`config.mk`:
```
export PLATFORM = sky130hd
export DESIGN_NAME = otp_page_two_status
export DESIGN_NICKNAME = d
export VERILOG_FILES = /design/src/rtl/otp_page_two_pkg.sv /design/src/rtl/otp_page_two_status.sv
export SDC_FILE = /design/constraint.sdc
export NUM_CORES = 1
export LEC_CHECK = 0
export BUFFER_PORTS_ARGS = -buffer_cell sky130_fd_sc_hd__buf_2
export CORE_MARGIN = 10
export CORE_UTILIZATION = 45
export DETAILED_ROUTE_END_ITERATION = 12
export PLACE_DENSITY = 0.81
export SLEW_MARGIN = 30
export SYNTH_ARGS = -nofsm -noshare
export SYNTH_HDL_FRONTEND = slang
export SYNTH_SLANG_ARGS = --single-unit
```
`constraint.sdc`:
```
create_clock -name core_clk -period 5.3 [get_ports core_clk]
set_input_delay 0 -clock core_clk [delete_from_list [all_inputs] [get_ports core_clk]]
set_output_delay 0 -clock core_clk [all_outputs]
set_load 0.02 [all_outputs]
```
`src/rtl/otp_page_two_pkg.sv`:
```
// constants and carriers for the second otp page status block
// Operation
// - page_loaded bit 7 set once page two selected and copied into registers
// - load_corrected_warning bit 6 set when load saw single-bit corrections
// - load_uncorrectable_error bit 5 set on double-bit detection during load
// - format_fault bit 4 when either supply-clear flag set but no attempt
// - program_valid bit 3 set when page holds a valid programmed image and both supply-clear flags are set
// - prog_supply_low_clear bit 2 one only after attempt without undervoltage
// - prog_supply_high_clear bit 1 one only after attempt without overvoltage
// - overvoltage during programming also forces the undervoltage indication
// - first_attempt_flag bit 0 set once first programming attempt made
package otp_page_two_pkg;

  // ----------------------------------------
  // register map
  // ----------------------------------------
  localparam logic [11:0] STATUS_INDEX  = 12'h51B;
  localparam logic [13:0] STATUS_ADDR   = {STATUS_INDEX, 2'b00};
  localparam logic [13:0] IRQ_STAT_ADDR = 14'h1500;
  localparam logic [13:0] IRQ_EN_ADDR   = 14'h1504;
  localparam logic [13:0] IRQ_CLR_ADDR  = 14'h1508;
  localparam logic [7:0]  STATUS_RESET  = 8'h00;
  localparam logic [2:0]  IRQ_RESET     = 3'h0;
  localparam logic [31:0] RDATA_RESET   = 32'h0000_0000;

  // ----------------------------------------
  // bit positions
  // ----------------------------------------
  localparam int LOADED_BIT  = 7;
  localparam int WARN_BIT    = 6;
  localparam int ERR_BIT     = 5;
  localparam int FMT_BIT     = 4;
  localparam int VALID_BIT   = 3;
  localparam int LOWOK_BIT   = 2;
  localparam int HIGHOK_BIT  = 1;
  localparam int ATTEMPT_BIT = 0;

  // interrupt bits: load done, load error, programming done
  localparam int IRQ_LOAD = 0;
  localparam int IRQ_LERR = 1;
  localparam int IRQ_PROG = 2;

  // events from the otp sequencer
  typedef struct packed {
    logic loadDone;
    logic singleBitCorrected;
    logic doubleBitDetected;
    logic progDone;
    logic progValid;
    logic supplyLow;
    logic supplyHigh;
  } otp_event_s;

  // ahb-lite slave request
  typedef struct packed {
    logic        hsel;
    logic [31:0] haddr;
    logic [1:0]  htrans;
    logic        hwrite;
    logic [2:0]  hsize;
    logic        hready;
  } ahb_req_s;

endpackage

```
`src/rtl/otp_page_two_status.sv`:
```
// status register for the second otp page with ahb-lite access and interrupt
//
// Local design decision: register access over AHB-Lite.
`timescale 1ns/1ps
module otp_page_two_status (
  // clock and reset
  input  wire logic                         core_clk,
  input  wire logic                         reset,
  // otp sequencer events, one-cycle pulses
  input  wire otp_page_two_pkg::otp_event_s otpEvent,
  // ahb-lite slave
  input  wire otp_page_two_pkg::ahb_req_s   ahbReq,
  input  wire logic [31:0]                  hwdata,
  output logic [31:0]                       hrdata,
  output logic                              hreadyout,
  output logic                              hresp,
  // interrupt
  output logic                              irq
);

  // ----------------------------------------
  // address decode
  // ----------------------------------------
  // bits above the register window are unmapped rather than aliased
  function automatic logic inMap(input logic [31:0] addr);
    return addr[31:14] == 18'h0_0000;
  endfunction

  // one compare shared by every write decode
  function automatic logic hitReg(input logic        strobe,
                                  input logic [13:0] addr,
                                  input logic [13:0] target);
    return strobe && (addr == target);
  endfunction

  // ----------------------------------------
  // status flags
  // ----------------------------------------
  logic [7:0] status_ff;
  logic [7:0] nxt_status;
  logic       lowOk;
  logic       highOk;

  always_comb begin
    nxt_status = status_ff;
    if (otpEvent.loadDone) begin
      nxt_status[otp_page_two_pkg::LOADED_BIT] = 1'b1;
      nxt_status[otp_page_two_pkg::WARN_BIT]   = otpEvent.singleBitCorrected;
      nxt_status[otp_page_two_pkg::ERR_BIT]    = otpEvent.doubleBitDetected;
    end
    if (otpEvent.progDone) begin
      // overvoltage shuts the supply down, so low also reads bad
      lowOk  = ~(otpEvent.supplyLow | otpEvent.supplyHigh);
      highOk = ~otpEvent.supplyHigh;
      nxt_status[otp_page_two_pkg::LOWOK_BIT]   = lowOk;
      nxt_status[otp_page_two_pkg::HIGHOK_BIT]  = highOk;
      nxt_status[otp_page_two_pkg::VALID_BIT]   = otpEvent.progValid & lowOk & highOk;
      nxt_status[otp_page_two_pkg::ATTEMPT_BIT] = 1'b1;
    end else begin
      lowOk  = 1'b0;
      highOk = 1'b0;
    end
    // fault is derived, so it tracks the other flags exactly
    nxt_status[otp_page_two_pkg::FMT_BIT] =
      (nxt_status[otp_page_two_pkg::LOWOK_BIT] | nxt_status[otp_page_two_pkg::HIGHOK_BIT])
      & ~nxt_status[otp_page_two_pkg::ATTEMPT_BIT];
  end

  always_ff @(posedge core_clk or posedge reset) begin
    if (reset) begin
      status_ff <= otp_page_two_pkg::STATUS_RESET;
    end else begin
      status_ff <= nxt_status;
    end
  end

  // ----------------------------------------
  // ahb-lite address phase capture
  // ----------------------------------------
  logic        dValid_ff;
  logic        dWrite_ff;
  logic [13:0] dAddr_ff;
  logic        nxt_dValid;
  logic        nxt_dWrite;
  logic [13:0] nxt_dAddr;
  logic        takeReq;

  assign takeReq = ahbReq.hready & ahbReq.hsel & ahbReq.htrans[1] & inMap(ahbReq.haddr);

  always_comb begin
    nxt_dValid = takeReq;
    nxt_dWrite = dWrite_ff;
    nxt_dAddr  = dAddr_ff;
    if (takeReq) begin
      nxt_dWrite = ahbReq.hwrite;
      nxt_dAddr  = ahbReq.haddr[13:0];
    end
  end

  always_ff @(posedge core_clk or posedge reset) begin
    if (reset) begin
      dValid_ff <= 1'b0;
      dWrite_ff <= 1'b0;
      dAddr_ff  <= 14'h0000;
    end else begin
      dValid_ff <= nxt_dValid;
      dWrite_ff <= nxt_dWrite;
      dAddr_ff  <= nxt_dAddr;
    end
  end

  // zero wait states; always okay
  assign hreadyout = 1'b1;
  assign hresp     = 1'b0;

  // ----------------------------------------
  // interrupt registers
  // ----------------------------------------
  logic [2:0] irqStat_ff;
  logic [2:0] irqEn_ff;
  logic [2:0] nxt_irqStat;
  logic [2:0] nxt_irqEn;
  logic [2:0] irqSet;
  logic [2:0] irqClr;
  logic       wrStrobe;

  assign wrStrobe = dValid_ff & dWrite_ff;

  always_comb begin
    irqSet = 3'h0;
    irqSet[otp_page_two_pkg::IRQ_LOAD] = otpEvent.loadDone;
    irqSet[otp_page_two_pkg::IRQ_LERR] = otpEvent.loadDone & otpEvent.doubleBitDetected;
    irqSet[otp_page_two_pkg::IRQ_PROG] = otpEvent.progDone;
    irqClr = hitReg(wrStrobe, dAddr_ff, otp_page_two_pkg::IRQ_CLR_ADDR) ? hwdata[2:0] : 3'h0;
    // set wins over a clear in the same cycle
    nxt_irqStat = (irqStat_ff & ~irqClr) | irqSet;
    nxt_irqEn = hitReg(wrStrobe, dAddr_ff, otp_page_two_pkg::IRQ_EN_ADDR)
              ? hwdata[2:0] : irqEn_ff;
  end

  always_ff @(posedge core_clk or posedge reset) begin
    if (reset) begin
      irqStat_ff <= otp_page_two_pkg::IRQ_RESET;
      irqEn_ff   <= otp_page_two_pkg::IRQ_RESET;
    end else begin
      irqStat_ff <= nxt_irqStat;
      irqEn_ff   <= nxt_irqEn;
    end
  end

  assign irq = |(irqStat_ff & irqEn_ff);

  // ----------------------------------------
  // read data, captured in the address phase
  // ----------------------------------------
  // status address has no write decode at all, so writes vanish
  // value frozen at the address edge; an event in the data phase shows on the next read
  logic [31:0] hrdata_ff;
  logic [31:0] nxt_hrdata;

  always_comb begin
    nxt_hrdata = otp_page_two_pkg::RDATA_RESET;
    if (takeReq && !ahbReq.hwrite) begin
      unique case (ahbReq.haddr[13:0])
        otp_page_two_pkg::STATUS_ADDR:   nxt_hrdata = {24'h00_0000, status_ff};
        otp_page_two_pkg::IRQ_STAT_ADDR: nxt_hrdata = {29'h0, irqStat_ff};
        otp_page_two_pkg::IRQ_EN_ADDR:   nxt_hrdata = {29'h0, irqEn_ff};
        default:                         nxt_hrdata = otp_page_two_pkg::RDATA_RESET;
      endcase
    end
  end

  always_ff @(posedge core_clk or posedge reset) begin
    if (reset) begin
      hrdata_ff <= otp_page_two_pkg::RDATA_RESET;
    end else begin
      hrdata_ff <= nxt_hrdata;
    end
  end

  assign hrdata = hrdata_ff;
endmodule

```
==> summary.md, run 1 <==
| Metric | Value |
|---|---|
| Status | completed |
| Least-Margin Pin Slew | 0.755 ns |
| CTS resizes | 0 |
| Filler cell count in the final layout | 325 |
| Req. time, crit path | 5.46 ns |
| Worst Hold Launch | otpEvent[6] |
| Ordered list of cells on the worst path | nor4b_1 > nand4_1 > nor4_1 > a31oi_1 > dlygate4sd3_1 |
| H-tree levels | 2 |
| Slew margin rel. | 0.490 |
| Post-synthesis cell type count | 33 |
| GPL Wtd Cong | 0.801 |
| Vias in the first global route | 1563 |
| Postcts setup bufs | 0 |
| Comb pwr share | 0.122 |
| Crit. End Element | register |
| Static Leak | 1.24 nW |
| Starting Density | 0.460 |
| Pwr Density | 233 mW/mm^2 |
| I/O Buffers | 56 |
| Largest delay share family, worst path | simple AND/OR/NAND/NOR gates |
| CTS sink cnt | 38 |
| I/O Pins | 116 |
| Initial antenna violation count | 0 |
| Total track usage | 0.126 |
| Clk_lat worst skew | 0.28 ns |
| Clock skew | 0.00882 ns |
| Avg Cell Area, Syn | 12.1 um^2 |
| Warnings, synthesis | 0 |
| Pwr Total | 0.564 mW |
| 1st-iter DRT viols | 79 |
| Final Hold Viols | 0 |
| Post-synthesis register bit count | 38 |
| Clock power share | 0.354 |
| Number of cells after detailed placement | 254 |
| Placed wire-length estimate | 3260 um |
| CP max-delay cell | nor4_1 |
| CP max FO | 3 |
| Sequential cell area | 951 um^2 |
| Largest net degree at the start of global routing | 39 |
| Worst Hold End | status_ff[5] |
| Startpoint Class | register |
| Hold depth | 2 |
| Syn-to-layout area delta | 32.4% |
| Psw | 0.136 mW |
| RSZ-0062 raised after global routing | no |
| Die Y | 83.7 um |
| Final slew viol count | 0 |
| Routed Antenna Nets | 0 |
| Via count | 1363 |
| Non-filler instance count after layout | 288 |
| CTS Hold Buffers Added | 26 |
| Die area | 0.00701 mm^2 |
| Detailed-route DRC error count | 0 |
| Rows | 23 |
| Crit Path Category | reg -> reg |
| P_int | 0.428 mW |
| Asr flop ratio synth | 1.00 |
| Layout cells sized above 1 | 0.370 |
| Layout net count | 318 |
| Reg-to-reg endpoint | irqStat_ff[1] |
| Sw Share | 0.240 |
| Total gr overflow | 0 |
| Max-capacitance violation count | 0 |
| Area occupied by multi-input gates | 741 um^2 |
| Clk root buf | clkbuf_8 |
| WL final | 4380 um |
| Worst min path class | in -> reg |
| Post-Syn Area | 0.00183 mm^2 |
| Final period utilization | 0.444 |
| Vias per cell | 4.73 |
| Post-route cell area | 0.00242 mm^2 |
| Global-route wire length before repair | 7330 um |
| Post-synthesis sequential area ratio | 0.520 |
| Maximum clock frequency | 0.425 GHz |
| Reg2reg path depth | 5 |
| Mean routed wirelength per cell | 15.2 um |
| Maximum vdd drop | 0.0000980 V |
| Worst R2R Start | dAddr_ff[1] |
| Ys flop type | dfrtp_1 |
| Count of flip-flops with a built-in enable after synthesis | 0 |
| Ant diodes | 0 |
| Endpoints failing setup | 0 |
| CTS tree | built |
| Worst Path Arrival | 2.52 ns |
| Worst Path Buf+Inv | 1 |
| CTS Buf Count | 5 |
| Cell count after synthesis | 151 |
| Clock buffer depth | 2 |
| DRT Pass-1 Iters | 4 |
| Max stage delay on crit path | 0.60 ns |
| Horiz. Die Dim | 83.7 um |
| Worst reg-to-reg setup slack | 2.95 ns |
| Core box area | 0.00397 mm^2 |
| Worst-path clk slew | 0.07 ns |
| Tmin final | 2.35 ns |
| Post-Place Cell Area | 0.00206 mm^2 |
| TNS Setup | 0 ns |
| Flop pwr share | 0.523 |
metal layers:
metal  GRT usage  part of all wire
met1       0.146              0.43
met2       0.206              0.50
met3      0.0439             0.064
met4      0.0518             0.012
met5           0                 0
Yosys cell counts (2+ instances only):
| master | n | share of area |
|---|---|---|
| dfrtp_1 | 38 | 0.52 |
| buf_4 | 26 | 0.11 |
| mux2_2 | 13 | 0.080 |
| mux2_1 | 10 | 0.062 |
| inv_1 | 6 | 0.012 |
| and3_1 | 5 | 0.017 |
| nand2_1 | 5 | 0.010 |
| nor2_1 | 5 | 0.010 |
| nor4_1 | 5 | 0.017 |
| a22oi_1 | 3 | 0.012 |
| a31oi_1 | 3 | 0.010 |
| nor2b_1 | 3 | 0.010 |
| nor4b_1 | 3 | 0.014 |
| a21oi_1 | 2 | 0.0055 |
| conb_1 | 2 | 0.0041 |
| nand2b_1 | 2 | 0.0068 |
| nor3_1 | 2 | 0.0055 |
| o21ai_0 | 2 | 0.0055 |
| or2_2 | 2 | 0.0068 |
registers in the layout, summed over array words and instances (netlist names):
register,count
irqStat_ff,3
dValid_ff,1
irqEn_ff,3
hrdata,8
status_ff,8
dWrite_ff,1
dAddr_ff,14
worst max-delay path by stage:
stage	cells past startpoint	start	end	slack [ns]
2_1_floorplan	3	dAddr_ff[4]	irqEn_ff[0]	3.61
3_3_place_gp	4	dAddr_ff[1]	irqStat_ff[1]	3.48
3_5_place_dp	4	dAddr_ff[1]	irqEn_ff[1]	3.46
4_1_cts	5	dAddr_ff[1]	irqStat_ff[1]	2.94
5_1_grt	5	dAddr_ff[1]	irqStat_ff[1]	2.79
6_report	5	dAddr_ff[1]	irqStat_ff[1]	2.95
cell families (layout without fill, tap and decap cells):
logic type,Yosys count,after routing,share of synthesized area
other cells,2,26,0.00411
compound gates,12,12,0.0445
mux,23,23,0.142
simple gates,42,42,0.162
flops,38,38,0.520
buf+inv,34,97,0.127
through the flow:
step | hold slack [ns] | utilization | setup WS (ns)
final | 0.0131 | 0.609 | 2.95
after global routing | 0.0116 | 0.609 | 2.79
after CTS | 0.00234 | 0.609 | 2.94
after detailed placement | 0.135 | 0.520 | 3.46
after global placement | 0.132 | 0.518 | 3.48
after floorplan | 0.0964 | - | 3.61
cell type report:
cell class,instances,area share
sequential,38,0.393
multi-input combinational,103,0.306
timing repair buffer,83,0.226
clock buffer,6,0.0341
tap,50,0.0259
inverter,6,0.00931
clock inverter,2,0.00517
power by group through the flow:
stage / logic (mW) / clock network, mW / registers [mW]
2_1_floorplan: 0.0443 / 0 / 0.300
3_3_place_gp: 0.0522 / 0 / 0.300
3_5_place_dp: 0.0534 / 0 / 0.300
4_1_cts: 0.0681 / 0.207 / 0.295
5_1_grt: 0.0758 / 0.218 / 0.295
6_report: 0.0691 / 0.200 / 0.295
placed cells by master, fill, tap and decap left out:
master / Yosys / routed
or4_4: 1 / 1
dfrtp_1: 38 / 38
a222oi_1: 1 / 1
a31oi_1: 3 / 3
a22oi_1: 3 / 3
clkbuf_8: 0 / 6
nor4bb_2: 0 / 1
clkinvlp_4: 0 / 1
clkinv_2: 0 / 1
nand2_1: 5 / 5
nor4_1: 5 / 5
nor3_4: 1 / 1
o21ai_0: 2 / 2
nor4_4: 1 / 1
a21oi_1: 2 / 2
conb_1: 2 / 26
o21ba_2: 1 / 1
nand3_1: 1 / 1
nor4_2: 1 / 1
dlygate4sd3_1: 0 / 26
buf_4: 26 / 1
buf_2: 0 / 56
nand4b_1: 1 / 1
and3_1: 5 / 5
or2_2: 2 / 2
nor3_1: 2 / 2
nor4b_1: 3 / 3
inv_1: 6 / 6
nor2b_1: 3 / 3
nand3_2: 1 / 1
nor4b_2: 1 / 1
nor2_1: 5 / 5
mux2_2: 13 / 13
nand4_1: 1 / 1
nand2b_1: 2 / 2
mux2_1: 10 / 10
(Power assumes the default switching activity.)
==> run 2: changes to the inputs <==
CORE_UTILIZATION = 38   (was 45)
PLACE_DENSITY = 0.73   (was 0.81)
clock period = 2.15 ns   (was 5.3 ns; I/O delays follow)
==> summary.md, run 2 (synthesized netlist as in run 1, its figures left out) <==
| Metric | Value |
|---|---|
| Vias in the first global route | 1589 (was 1563) |
| Maximum clock frequency | 0.551 GHz (was 0.425 GHz) |
| TNS Setup | 0 ns (unchanged) |
| Layout net count | 318 (unchanged) |
| CTS resizes | 0 (unchanged) |
| WL final | 4230 um (was 4380 um) |
| Largest net degree at the start of global routing | 25 (was 39) |
| Clock skew | 0.00581 ns (was 0.00882 ns) |
| Final period utilization | 0.844 (was 0.444) |
| Final slew viol count | 0 (unchanged) |
| Busiest grt layer | met2 (unchanged) |
| Crit Path Category | reg -> reg (unchanged) |
| Worst Path Arrival | 1.99 ns (was 2.52 ns) |
| Clk root buf | clkbuf_8 (unchanged) |
| Post-Place Cell Area | 0.00209 mm^2 (was 0.00206 mm^2) |
| Syn-to-layout area delta | 31.7% (was 32.4%) |
| Worst-path clk slew | 0.07 ns (about the same) |
| Startpoint Class | register (unchanged) |
| I/O Buffers | 56 (unchanged) |
| M3 GR Usage | 0.0401 (was 0.0439) |
| CP max-delay cell | nor4_4 (was nor4_1) |
| Final Hold Viols | 1 (was 0) |
| Placed wire-length estimate | 3320 um (was 3260 um) |
| Core box area | 0.00469 mm^2 (was 0.00397 mm^2) |
| Filler cell count in the final layout | 414 (was 325) |
| Tmin final | 1.81 ns (was 2.35 ns) |
| Worst min path class | in -> reg (unchanged) |
| Max stage delay on crit path | 0.42 ns (was 0.60 ns) |
| Total track usage | 0.115 (was 0.126) |
| Slew margin rel. | 0.574 (was 0.490) |
| Total gr overflow | 0 (unchanged) |
| Vias per cell | 4.53 (was 4.73) |
| Static Leak | 1.24 nW (about the same) |
| CTS tree | built (unchanged) |
| CP max FO | 3 (unchanged) |
| Crit. End Element | register (unchanged) |
| Top register by number of flip-flops | dAddr_ff (unchanged) |
| Mean routed wirelength per cell | 14.5 um (was 15.2 um) |
| Max reg flops | 14 (unchanged) |
| CTS sink cnt | 38 (unchanged) |
| Pwr Total | 1.39 mW (was 0.564 mW) |
| Maximum vdd drop | 0.000237 V (was 0.0000980 V) |
| Horiz. Die Dim | 89.4 um (was 83.7 um) |
| Detailed-route DRC error count | 0 (unchanged) |
| Die Y | 89.4 um (was 83.7 um) |
| Rows | 25 (was 23) |
| 1st-iter DRT viols | 41 (was 79) |
| Initial antenna violation count | 0 (unchanged) |
| Status | finished with violations (was completed) |
| Post-route cell area | 0.00241 mm^2 (was 0.00242 mm^2) |
| Least-Margin Pin Slew | 0.630 ns (was 0.755 ns) |
| CTS Buf Count | 5 (unchanged) |
| Clock buffer depth | 2 (unchanged) |
| Postcts setup bufs | 0 (unchanged) |
| Worst Path Buf+Inv | 0 (was 1) |
| H-tree levels | 2 (unchanged) |
| GPL Wtd Cong | 0.713 (was 0.801) |
| Most frequent cells in the layout | buf_2 (56), dfrtp_1 (38), conb_1 (26) (was buf_2 (56), dfrtp_1 (38), conb_1 (26), dlygate4sd3_1 (26), mux2_2 (13)) |
| Routed Antenna Nets | 0 (unchanged) |
| Die area | 0.00799 mm^2 (was 0.00701 mm^2) |
| Via count | 1322 (was 1363) |
| I/O Pins | 116 (unchanged) |
| Sequential cell area | 951 um^2 (unchanged) |
| Violated checks | hold timing |
| Ant diodes | 0 (unchanged) |
| Largest delay share family, worst path | simple AND/OR/NAND/NOR gates (unchanged) |
| Layout cells sized above 1 | 0.374 (was 0.370) |
| DRT Pass-1 Iters | 5 (was 4) |
| Req. time, crit path | 2.33 ns (was 5.46 ns) |
| Ordered list of cells on the worst path | nor4b_1 > nand4_1 > nor4_4 > mux2_2 (was nor4b_1 > nand4_1 > nor4_1 > a31oi_1 > dlygate4sd3_1) |
| Met2 Track Usage GR | 0.183 (was 0.206) |
| Max-capacitance violation count | 0 (unchanged) |
| Hold WS | -0.00328 ns (was 0.0131 ns) |
| RSZ-0062 raised after global routing | no (unchanged) |
| Starting Density | 0.390 (was 0.460) |
| Commonest non-fill, non-tap cell in the layout | buf_2 (unchanged) |
| Global-route wire length before repair | 7050 um (was 7330 um) |
| Met1 Use GR | 0.132 (was 0.146) |
| Endpoints failing setup | 0 (unchanged) |
| Area occupied by multi-input gates | 734 um^2 (was 741 um^2) |
| Clk_lat worst skew | 0.29 ns (was 0.28 ns) |
| Pwr Density | 577 mW/mm^2 (was 233 mW/mm^2) |
-- run 2: cell types whose count changed in the layout (fill, tap and decap cells not counted), sizes merged --
| cell | before | now |
|---|---|---|
| clkbuf | 6 | 7 |
| dlygate4sd3 | 26 | 23 |
| buf | 57 | 60 |
| clkinvlp | 1 | 0 |
-- run 2: area by class of cell --
| class | count | share of cell area |
|---|---|---|
| inverters | 6 | 0.00936 |
| clock inverters | 1 | 0.00208 |
| well taps | 54 | 0.0281 |
| flip-flops and latches | 38 | 0.395 |
| repair buffers | 83 | 0.225 |
| multi-input cells | 103 | 0.305 |
| clock buffers | 7 | 0.0359 |
-- run 2: worst paths after layout --
| kind | startpoint | endpoint | slack (ns) | cells after the start |
|---|---|---|---|---|
| hold reg to reg | status_ff[7] | status_ff[7] | 0.46 | 1 |
| hold / removal | otpEvent[6] | status_ff[5] | -0.003 | 2 |
| setup / recovery | dAddr_ff[1] | irqEn_ff[2] | 0.34 | 4 |
| setup reg to reg | dAddr_ff[1] | irqEn_ff[2] | 0.34 | 4 |
| max in group asynchronous | reset | dAddr_ff[9] | 1.13 | 4 |
| min in group asynchronous | reset | hrdata[7] | 0.30 | 3 |
-- run 2: repair_timing --
action / CTS / global route
hold endpoints to repair: 38 / 0
endpoints found under the setup margin: 0 / 0
hold buffers: 23 / 0
-- run 2: power breakdown --
part	switching, mW	internal [mW]	total (mW)
sequential	0.00403	0.723	0.727
clock	0.236	0.258	0.494
combinational	0.0936	0.0739	0.167
-- run 2: routing by layer --
metal  up-vias  share of wire
met5         -              0
met4         0          0.021
met3         7          0.070
met2        53           0.49
met1       611           0.42
li1        651              -
-- run 2: metrics by stage --
stage | hold slack, ns | setup WS [ns] | util | cells
after detailed placement | 0.0738 | 0.312 | 0.445 | 261
after global placement | 0.0698 | 0.327 | 0.445 | 261
after floorplan | 0.0964 | 0.463 | - | 175
final | -0.00328 | 0.336 | 0.513 | 292
after global routing | 0.0197 | 0.254 | 0.513 | 292
after CTS | 0.000982 | 0.300 | 0.513 | 292
-- run 2: worst register-to-register path: stages, from the launching register on --
cell and delay, ns:
dfrtp_1 0.38, nor4b_1 0.31, nand4_1 0.22, nor4_4 0.42
mux2_2 0.38
